File: src/logic/uab_pkg.sv
package uab_pkg;

  // Register select codes on the device's register port.
  localparam logic [2:0] REG_BAUD_CONTROL = 3'h0;
  localparam logic [2:0] REG_RECEIVE_STATUS_CONTROL = 3'h1;
  localparam logic [2:0] REG_PERIPHERAL_IRQ_FLAGS = 3'h2;
  localparam logic [2:0] REG_BAUD_DIVISOR_LOW = 3'h3;
  localparam logic [2:0] REG_BAUD_DIVISOR_HIGH = 3'h4;
  localparam logic [2:0] REG_TRANSMIT_HOLDING = 3'h5;
  localparam logic [2:0] REG_TRANSMIT_STATUS_CONTROL = 3'h6;
  localparam logic [2:0] REG_RECEIVE_BUFFER = 3'h7;

  // Bit positions.
  localparam int BIT_AUTOBAUD_OVERFLOW = 7;
  localparam int BIT_RX_IDLE = 6;
  localparam int BIT_WIDE_DIVISOR_SEL = 3;
  localparam int BIT_WAKE_ON_BREAK = 1;
  localparam int BIT_AUTOBAUD_ARM = 0;
  localparam int BIT_HIGH_SPEED_SEL = 2;
  localparam int BIT_RECEIVE_FLAG = 5;

  // Reset values.
  localparam logic [7:0] RECEIVE_STATUS_CONTROL_RESET = 8'h00;
  localparam logic [15:0] DIVISOR_RESET = 16'h0000;

  // Base clock dividers of the baud generator and the measurement slow-down.
  localparam int BASE_DIV_SLOW = 64;
  localparam int BASE_DIV_MID = 16;
  localparam int BASE_DIV_FAST = 4;
  localparam int MEAS_DIV = 8;

  // Sync character, its rising edge count, and the counter start value.
  localparam logic [7:0] SYNC_CHAR = 8'h55;
  localparam logic [2:0] SYNC_EDGES = 3'h5;
  localparam logic [15:0] COUNT_START = 16'h0001;
  localparam logic [15:0] COUNT_MAX = 16'hFFFF;

  // Break length in bit times and the frame length with start and stop bits.
  localparam logic [4:0] BREAK_BITS = 5'h0D;
  localparam logic [3:0] FRAME_BITS = 4'hA;

  typedef enum logic [2:0] {
    AB_IDLE,
    AB_WAIT_BREAK,
    AB_WAIT_START,
    AB_WAIT_EDGE1,
    AB_COUNT
  } uab_ab_state_t;

  typedef enum logic [1:0] {
    TX_IDLE,
    TX_BREAK,
    TX_FRAME
  } uab_tx_state_t;

endpackage

File: src/logic/uab_link_if.sv
interface uab_link_if;
  logic rx_line;

  modport dev (input rx_line);
  modport host (output rx_line);
endinterface

File: src/logic/uab_prescale.sv
module uab_prescale #(
  parameter int MEAS_DIV = uab_pkg::MEAS_DIV
) (
  input wire logic mclk, // System clock.
  input wire logic rst_n, // Asynchronous reset, active low.
  input wire logic wide_sel, // Wide divisor select.
  input wire logic fast_sel, // High speed select.
  input wire logic restart, // Restarts the measurement divider.
  output logic base_tick, // One pulse per base clock period.
  output logic meas_tick // One pulse per measurement clock period.
);

  // The measurement divider counter is four bits wide.
  if (MEAS_DIV < 2 || MEAS_DIV > 16) begin : g_bad_meas_div
    $error("MEAS_DIV out of range");
  end

  typedef struct packed {
    logic [7:0] pre_cnt;
    logic [3:0] meas_cnt;
    logic base_tick;
    logic meas_tick;
  } uab_pre_t;

  uab_pre_t st_ff;
  uab_pre_t nxt_st;
  logic [7:0] last;

  ////////////////////////////////////////////////////////////////////////////
  always_comb begin
    nxt_st = st_ff;
    case ({wide_sel, fast_sel})
      2'b00: last = 8'(uab_pkg::BASE_DIV_SLOW - 1);
      2'b11: last = 8'(uab_pkg::BASE_DIV_FAST - 1);
      default: last = 8'(uab_pkg::BASE_DIV_MID - 1);
    endcase
    nxt_st.base_tick = 1'b0;
    nxt_st.meas_tick = 1'b0;
    if (st_ff.pre_cnt >= last) begin
      nxt_st.pre_cnt = 8'h00;
      nxt_st.base_tick = 1'b1;
      if (st_ff.meas_cnt == 4'(MEAS_DIV - 1)) begin
        nxt_st.meas_cnt = 4'h0;
        nxt_st.meas_tick = 1'b1;
      end else begin
        nxt_st.meas_cnt = st_ff.meas_cnt + 4'h1;
      end
    end else begin
      nxt_st.pre_cnt = st_ff.pre_cnt + 8'h01;
    end
    // A tick that belongs to the old phase must not reach the fresh count.
    if (restart) begin
      nxt_st.pre_cnt = 8'h00;
      nxt_st.meas_cnt = 4'h0;
      nxt_st.meas_tick = 1'b0;
    end
  end

  always_ff @(posedge mclk or negedge rst_n) begin
    if (!rst_n) begin
      st_ff <= '0;
    end else begin
      st_ff <= nxt_st;
    end
  end

  assign base_tick = st_ff.base_tick;
  assign meas_tick = st_ff.meas_tick;

endmodule

File: src/logic/uab_device.sv
// Operation
// - Arm bit starts calibration; serial engine held idle.
// - Counting starts at first rising edge after start.
// - Sender transmits sync character with five rising edges.
// - Fifth rising edge stops count into divisor pair.
// - Completion clears arm bit and sets receive flag.
// - Receive buffer read clears flag; data discarded.
// - Software checks high divisor zero for 8-bit.
// - Divisor pair counts as one 16-bit counter.
// - Counter advances at one eighth base rate.
// - Select bits choose base and measurement clock dividers.
// - Wake-on-break defers measurement to byte after break.
// - Counter starts at one; software subtracts one.
// - Software ensures baud rate is measurable at clock.
// - Wide divisor with high speed clear gives Fosc over sixteen times n+1.
module uab_device (
  input wire logic mclk, // System clock.
  input wire logic rst_n, // Asynchronous reset, active low.
  uab_link_if.dev link, // Serial receive line from the remote sender.
  input wire logic reg_wr, // Register write strobe.
  input wire logic reg_rd, // Register read strobe.
  input wire logic [2:0] reg_addr, // Register select code.
  input wire logic [7:0] reg_wdata, // Register write data.
  output logic [7:0] reg_rdata, // Register read data, valid the cycle after reg_rd.
  output logic serial_hold, // High while the serial engine is held idle.
  output logic baud_tick, // One pulse per baud period outside calibration.
  output logic receive_flag // Receive interrupt flag level.
);

  typedef struct packed {
    logic rx_meta;
    logic rx_in;
    logic rx_prev;
    uab_pkg::uab_ab_state_t ab_state;
    logic [2:0] edge_cnt;
    logic arm;
    logic ovf;
    logic wake;
    logic wide;
    logic hs;
    logic [7:0] receive_status_control;
    logic rx_flag;
    logic [15:0] div;
    logic [15:0] brg_cnt;
    logic baud_tick;
    logic [7:0] rdata;
    logic [7:0] rxbuf;
  } uab_dev_t;

  uab_dev_t st_ff;
  uab_dev_t nxt_st;
  logic rise;
  logic fall;
  logic restart;
  logic base_tick;
  logic meas_tick;
  logic [7:0] rd_val;

  ////////////////////////////////////////////////////////////////////////////
  uab_prescale #(
    .MEAS_DIV(uab_pkg::MEAS_DIV)
  ) u_prescale (
    .mclk(mclk),
    .rst_n(rst_n),
    .wide_sel(st_ff.wide),
    .fast_sel(st_ff.hs),
    .restart(restart),
    .base_tick(base_tick),
    .meas_tick(meas_tick)
  );

  ////////////////////////////////////////////////////////////////////////////
  always_comb begin
    nxt_st = st_ff;
    nxt_st.rx_meta = link.rx_line;
    nxt_st.rx_in = st_ff.rx_meta;
    nxt_st.rx_prev = st_ff.rx_in;
    rise = st_ff.rx_in & ~st_ff.rx_prev;
    fall = ~st_ff.rx_in & st_ff.rx_prev;
    restart = 1'b0;
    nxt_st.baud_tick = 1'b0;

    rd_val = 8'h00;
    case (reg_addr)
      uab_pkg::REG_BAUD_CONTROL: begin
        rd_val[uab_pkg::BIT_AUTOBAUD_OVERFLOW] = st_ff.ovf;
        rd_val[uab_pkg::BIT_RX_IDLE] = (st_ff.ab_state == uab_pkg::AB_IDLE) & st_ff.rx_in;
        rd_val[uab_pkg::BIT_WIDE_DIVISOR_SEL] = st_ff.wide;
        rd_val[uab_pkg::BIT_WAKE_ON_BREAK] = st_ff.wake;
        rd_val[uab_pkg::BIT_AUTOBAUD_ARM] = st_ff.arm;
      end
      uab_pkg::REG_RECEIVE_STATUS_CONTROL: rd_val = st_ff.receive_status_control;
      uab_pkg::REG_PERIPHERAL_IRQ_FLAGS: rd_val[uab_pkg::BIT_RECEIVE_FLAG] = st_ff.rx_flag;
      uab_pkg::REG_BAUD_DIVISOR_LOW: rd_val = st_ff.div[7:0];
      uab_pkg::REG_BAUD_DIVISOR_HIGH: rd_val = st_ff.div[15:8];
      uab_pkg::REG_TRANSMIT_STATUS_CONTROL: rd_val[uab_pkg::BIT_HIGH_SPEED_SEL] = st_ff.hs;
      uab_pkg::REG_RECEIVE_BUFFER: rd_val = st_ff.rxbuf;
      default: rd_val = 8'h00;
    endcase
    if (reg_rd) begin
      nxt_st.rdata = rd_val;
      if (reg_addr == uab_pkg::REG_RECEIVE_BUFFER) begin
        nxt_st.rx_flag = 1'b0;
      end
    end

    // Software writes come first so that hardware events below win.
    if (reg_wr) begin
      case (reg_addr)
        uab_pkg::REG_BAUD_CONTROL: begin
          nxt_st.ovf = reg_wdata[uab_pkg::BIT_AUTOBAUD_OVERFLOW];
          nxt_st.wide = reg_wdata[uab_pkg::BIT_WIDE_DIVISOR_SEL];
          nxt_st.wake = reg_wdata[uab_pkg::BIT_WAKE_ON_BREAK];
          nxt_st.arm = reg_wdata[uab_pkg::BIT_AUTOBAUD_ARM];
          if (reg_wdata[uab_pkg::BIT_AUTOBAUD_ARM]) begin
            if (st_ff.ab_state == uab_pkg::AB_IDLE) begin
              if (reg_wdata[uab_pkg::BIT_WAKE_ON_BREAK]) begin
                nxt_st.ab_state = uab_pkg::AB_WAIT_BREAK;
              end else begin
                nxt_st.ab_state = uab_pkg::AB_WAIT_START;
              end
            end
          end else begin
            nxt_st.ab_state = uab_pkg::AB_IDLE;
          end
        end
        uab_pkg::REG_RECEIVE_STATUS_CONTROL: nxt_st.receive_status_control = reg_wdata;
        uab_pkg::REG_BAUD_DIVISOR_LOW: begin
          if (st_ff.ab_state == uab_pkg::AB_IDLE) begin
            nxt_st.div[7:0] = reg_wdata;
          end
        end
        uab_pkg::REG_BAUD_DIVISOR_HIGH: begin
          if (st_ff.ab_state == uab_pkg::AB_IDLE) begin
            nxt_st.div[15:8] = reg_wdata;
          end
        end
        uab_pkg::REG_TRANSMIT_STATUS_CONTROL: nxt_st.hs = reg_wdata[uab_pkg::BIT_HIGH_SPEED_SEL];
        default: nxt_st.receive_status_control = nxt_st.receive_status_control;
      endcase
    end

    case (st_ff.ab_state)
      uab_pkg::AB_IDLE: begin
        if (base_tick) begin
          if (st_ff.brg_cnt == 16'h0000) begin
            nxt_st.baud_tick = 1'b1;
            nxt_st.brg_cnt = st_ff.wide ? st_ff.div : {8'h00, st_ff.div[7:0]};
          end else begin
            nxt_st.brg_cnt = st_ff.brg_cnt - 16'h0001;
          end
        end
      end
      uab_pkg::AB_WAIT_BREAK: begin
        // The end of the low break period releases the wait.
        if (rise) begin
          nxt_st.wake = 1'b0;
          nxt_st.ab_state = uab_pkg::AB_WAIT_START;
        end
      end
      uab_pkg::AB_WAIT_START: begin
        if (fall) begin
          nxt_st.ab_state = uab_pkg::AB_WAIT_EDGE1;
        end
      end
      uab_pkg::AB_WAIT_EDGE1: begin
        if (rise) begin
          restart = 1'b1;
          nxt_st.div = uab_pkg::COUNT_START;
          nxt_st.edge_cnt = 3'h1;
          nxt_st.ab_state = uab_pkg::AB_COUNT;
        end
      end
      uab_pkg::AB_COUNT: begin
        if (meas_tick) begin
          if (st_ff.div == uab_pkg::COUNT_MAX) begin
            nxt_st.ovf = 1'b1;
          end
          nxt_st.div = st_ff.div + 16'h0001;
        end
        if (rise) begin
          nxt_st.edge_cnt = st_ff.edge_cnt + 3'h1;
          if (st_ff.edge_cnt == uab_pkg::SYNC_EDGES - 3'h1) begin
            nxt_st.div = st_ff.div;
            nxt_st.arm = 1'b0;
            nxt_st.rx_flag = 1'b1;
            nxt_st.brg_cnt = 16'h0000;
            nxt_st.ab_state = uab_pkg::AB_IDLE;
          end
        end
      end
      default: nxt_st.ab_state = uab_pkg::AB_IDLE;
    endcase
  end

  always_ff @(posedge mclk or negedge rst_n) begin
    if (!rst_n) begin
      st_ff <= '{
        rx_meta: 1'b1,
        rx_in: 1'b1,
        rx_prev: 1'b1,
        ab_state: uab_pkg::AB_IDLE,
        edge_cnt: 3'h0,
        arm: 1'b0,
        ovf: 1'b0,
        wake: 1'b0,
        wide: 1'b0,
        hs: 1'b0,
        receive_status_control: uab_pkg::RECEIVE_STATUS_CONTROL_RESET,
        rx_flag: 1'b0,
        div: uab_pkg::DIVISOR_RESET,
        brg_cnt: 16'h0000,
        baud_tick: 1'b0,
        rdata: 8'h00,
        rxbuf: 8'h00
      };
    end else begin
      st_ff <= nxt_st;
    end
  end

  assign reg_rdata = st_ff.rdata;
  assign serial_hold = (st_ff.ab_state != uab_pkg::AB_IDLE);
  assign baud_tick = st_ff.baud_tick;
  assign receive_flag = st_ff.rx_flag;

endmodule

File: src/flat_wrapper.sv
// flat-port wrapper written by rule: the top's interface ports become plain ports
module uab_device_flat 
  (mclk, rst_n, reg_wr, reg_rd, reg_addr, reg_wdata, reg_rdata, serial_hold, baud_tick, receive_flag, link_rx_line);
  uab_link_if link_i ();
  input wire logic mclk;
  input wire logic rst_n;
  input wire logic reg_wr;
  input wire logic reg_rd;
  input wire logic [2:0] reg_addr;
  input wire logic [7:0] reg_wdata;
  output logic [7:0] reg_rdata;
  output logic serial_hold;
  output logic baud_tick;
  output logic receive_flag;
  input wire logic [$bits(link_i.rx_line)-1:0] link_rx_line;
  assign link_i.rx_line = link_rx_line;
  uab_device u_core (.mclk(mclk), .rst_n(rst_n), .link(link_i), .reg_wr(reg_wr), .reg_rd(reg_rd), .reg_addr(reg_addr), .reg_wdata(reg_wdata), .reg_rdata(reg_rdata), .serial_hold(serial_hold), .baud_tick(baud_tick), .receive_flag(receive_flag));
endmodule
File: config.mk
export PLATFORM = sky130hd
export DESIGN_NAME = uab_device_flat
export DESIGN_NICKNAME = d
export VERILOG_FILES = /design/src/logic/uab_pkg.sv /design/src/logic/uab_link_if.sv /design/src/logic/uab_prescale.sv /design/src/logic/uab_device.sv /design/src/flat_wrapper.sv
export SDC_FILE = /design/constraint.sdc
export NUM_CORES = 1
export LEC_CHECK = 0
export BUFFER_PORTS_ARGS = -buffer_cell sky130_fd_sc_hd__buf_2
export CAP_MARGIN = 40
export CORE_ASPECT_RATIO = 1.5
export CORE_UTILIZATION = 50
export DETAILED_ROUTE_END_ITERATION = 10
export PLACE_DENSITY = 0.77
export SLEW_MARGIN = 5
export SYNTH_ARGS = -nofsm -noshare
export SYNTH_HDL_FRONTEND = slang
export SYNTH_SLANG_ARGS = --single-unit
File: constraint.sdc
create_clock -name mclk -period 6.4 [get_ports mclk]
set_input_delay 0.32 -clock mclk [delete_from_list [all_inputs] [get_ports mclk]]
set_output_delay 0.32 -clock mclk [all_outputs]
set_load 0.03 [all_outputs]
==> impl_metrics.json <==
{
  "ys_ff_latch": 78,
  "ys_types": 75,
  "busiest_layer": "met2",
  "slowest_stage": "dfrtp_1",
  "period_minus_slack_ps": 2590,
  "nets": 523,
  "hp-start": "link_rx_line",
  "netlist.area_leader.share_pct": 40.7,
  "min_path_type": "input pin to register",
  "ios": 27,
  "clk_pin_slew_worst_paths_ps": 60,
  "worstHoldPathCells": 1,
  "drc": 0,
  "gr-total-overflow": 0,
  "die_width_um": 80.5,
  "ys_warn_count": 0,
  "clock_skew_ps": 6.78,
  "cpMostUsedCell": "a21oi_1",
  "diodes": 0,
  "r2r_cells": 7,
  "crit_cells": 7,
  "setup_viol": 0,
  "clkLatencyLatePin_ps": 340,
  "hold_viol": 0,
  "finish.utilization_pct": 56.8,
  "fin_crit_sh_pct": 40.5,
  "synthFlopType": "dfrtp_1",
  "core_sq_um": 8880,
  "globalRouteMet2Util_pct": 42.5,
  "gp_congestion": 0.908,
  "routed_wl_um": 11700,
  "fin_area_sq_um": 5040,
  "cts_sinks": 78,
  "syn_inst": 491,
  "post_synth.cell_area_avg_sq_um": 9.40,
  "critPathKind": "register to register",
  "root_buffer": "clkbuf_16",
  "ys_seq_area_share_pct": 42.4,
  "seq_area_sq_um": 1960,
  "grt_pass1_vias": 3865,
  "fillers": 771,
  "endpoint_kind": "register",
  "syn_to_final_growth_pct": 9.24,
  "gr-usage-met3_pct": 6.54,
  "vias": 3943,
  "synthArstFlopShare_pct": 100,
  "cts_tree": "done",
  "drv_slew": 0,
  "htree_num_levels": 3,
  "wire_per_inst_um": 19.2,
  "peakVddDrop_uv": 236,
  "layout_commonest_cell": "dfrtp_1",
  "clock.fmax_mhz": 385,
  "drtAntennaViolNets": 0,
  "grt_pass1_wl_um": 19200,
  "dp_hpwl_um": 8340,
  "max-cap-violations": 0,
  "drive_gt1_share_pct": 16.6,
  "vias_per_cell": 6.45,
  "yosysTopAreaCell": "dfrtp_1",
  "status": "finished clean",
  "grt_use_total_pct": 26.5,
  "synth_edf_count": 0,
  "grt_max_degree": 47,
  "cp_top_family": "compound AO/OA/AOI/OAI gates",
  "critPathLaunchType": "register",
  "multi_input_area_sq_um": 2410,
  "path_max_fanout": 12,
  "synth_fp_nets": 518,
  "path_cells": "or2_2, ha_1, a21oi_1, o21ai_0, a21oi_1, mux2_2, nor2_1",
  "critPathLaunch": "u_core.st_ff[59]",
  "tns_ps": 0,
  "worst_slew_pin_slew_ps": 671,
  "portBuffers": 26,
  "crit_buf_inv": 0,
  "netlist_area_sq_um": 4620,
  "p_leak_nw": 2.12,
  "use_met1_pct": 30.9,
  "post-cts-setup-buffer-count": 0,
  "synth_area_leaders": "dfrtp_1, mux2_2, nand2_1",
  "mostFrequentLayoutCells": "dfrtp_1, nand2_1, nor2_1",
  "relSlewSlack_pct": 54.9,
  "drtIter0Drc": 288,
  "critPathMaxStageDelay_ps": 550,
  "cts_buffer_depth": 2,
  "antenna_found_initial": 0,
  "rows": 42,
  "r2r-start": "u_core.st_ff[59]",
  "crit_arrival_ps": 2870,
  "cts_inserted_buffers": 9,
  "die_h_um": 120,
  "dpl_cell_area_sq_um": 4730,
  "cp.required_ps": 6670,
  "dr.pass1.iters": 5,
  "initial_core_util_pct": 52.0,
  "grt_setup_unrepaired": "false",
  "powerDensity_nw_per_um2": 386,
  "dieArea_sq_um": 9630
}
[layout make-up]
class	count	share of cell area [%]
well taps	110	2.73
repair buffers	31	3.97
multi-input cells	367	47.9
flip-flops and latches	78	38.8
clock buffers	12	5.09
inverters	9	0.670
clock inverters	4	0.893
[cell families after synthesis]
kind of cell	count (synthesis)	share of synthesized area [%]
muxes	27	6.31
and+or+nand+nor	185	22.7
DFF	78	42.4
AOI/OAI and AO/OA	135	18.8
buffers and inverters	46	5.34
adders and majority gates	11	2.98
xor gates and xnor gates	8	1.52
other	1	0.0812
[Yosys cell counts (6+ instances only)]
cell type / number
o2bb2ai_1: 6
buf_4: 10
nand3_1: 19
nor2b_1: 7
and3_1: 8
nand2_1: 47
mux2i_1: 10
nor2_1: 39
inv_1: 8
o211ai_1: 9
mux2_2: 17
nor3_1: 6
a31oi_1: 9
dfrtp_1: 75
o21ai_0: 30
ha_1: 11
a22oi_1: 9
clkbuf_1: 18
a21oi_1: 33
[worst paths after layout]
path | slack (ps) | end
max | 3810 | u_core.u_prescale.st_ff[2]
min reg2reg | 350 | u_core.nxt_st[69]
max in group asynchronous | 5360 | u_core.st_ff[56]
min in group asynchronous | 470 | u_core.st_ff[64]
max reg2reg | 3810 | u_core.u_prescale.st_ff[2]
min | 80 | u_core.nxt_st[70]
[metrics by stage]
| step | worst slack, ps | cells | hold slack, ps | power, mW |
|---|---|---|---|---|
| 6_report | 3810 | 611 | 76.5 | 1.95 |
| 5_1_grt | 3690 | 611 | 67.7 | 2.05 |
| 4_1_cts | 3830 | 611 | 69.5 | 1.94 |
| 3_5_place_dp | 3850 | 594 | 295 | 1.41 |
| 3_3_place_gp | 3740 | 591 | 345 | 1.38 |
| 2_1_floorplan | 4140 | 491 | 24.4 | 1.25 |
[report_power, final]
part / switching [mW] / leakage (nW) / internal, mW / total, mW
clock: 0.196 / 0.152 / 0.321 / 0.517
sequential: 0.219 / 0.982 / 0.624 / 0.842
combinational: 0.325 / 0.991 / 0.261 / 0.586
total: 0.739 / 2.12 / 1.21 / 1.95
[registers in the layout (all words and copies together), names as in the netlist]
register	flops
u_core.st_ff	52
u_core.reg_rdata	8
u_core.u_prescale.base_tick	1
u_core.u_prescale.meas_tick	1
u_core.receive_flag	1
u_core.u_prescale.st_ff	12
u_core.baud_tick	1
u_core.nxt_st	2
[worst register-to-register path: stages (launching register included)]
cell and delay, ps:
dfrtp_1 550, or2_2 390, ha_1 300, a21oi_1 190, o21ai_0 120, a21oi_1 510, mux2_2 400, nor2_1 80
[timing repair]
action / 4_1_cts / 5_1_grt
setup endpoints to repair: 0 / 0
gates resized for setup: 0 / 0
hold endpoints to repair: 29 / 0
hold buffers: 1 / 0
[per-layer routing]
metal	vias up	routed length, um
li1	1825	-
met3	51	662
met1	1905	4590
met4	0	528
met2	162	5960
met5	-	0
Note: power is estimated with default switching activity, not from simulation.
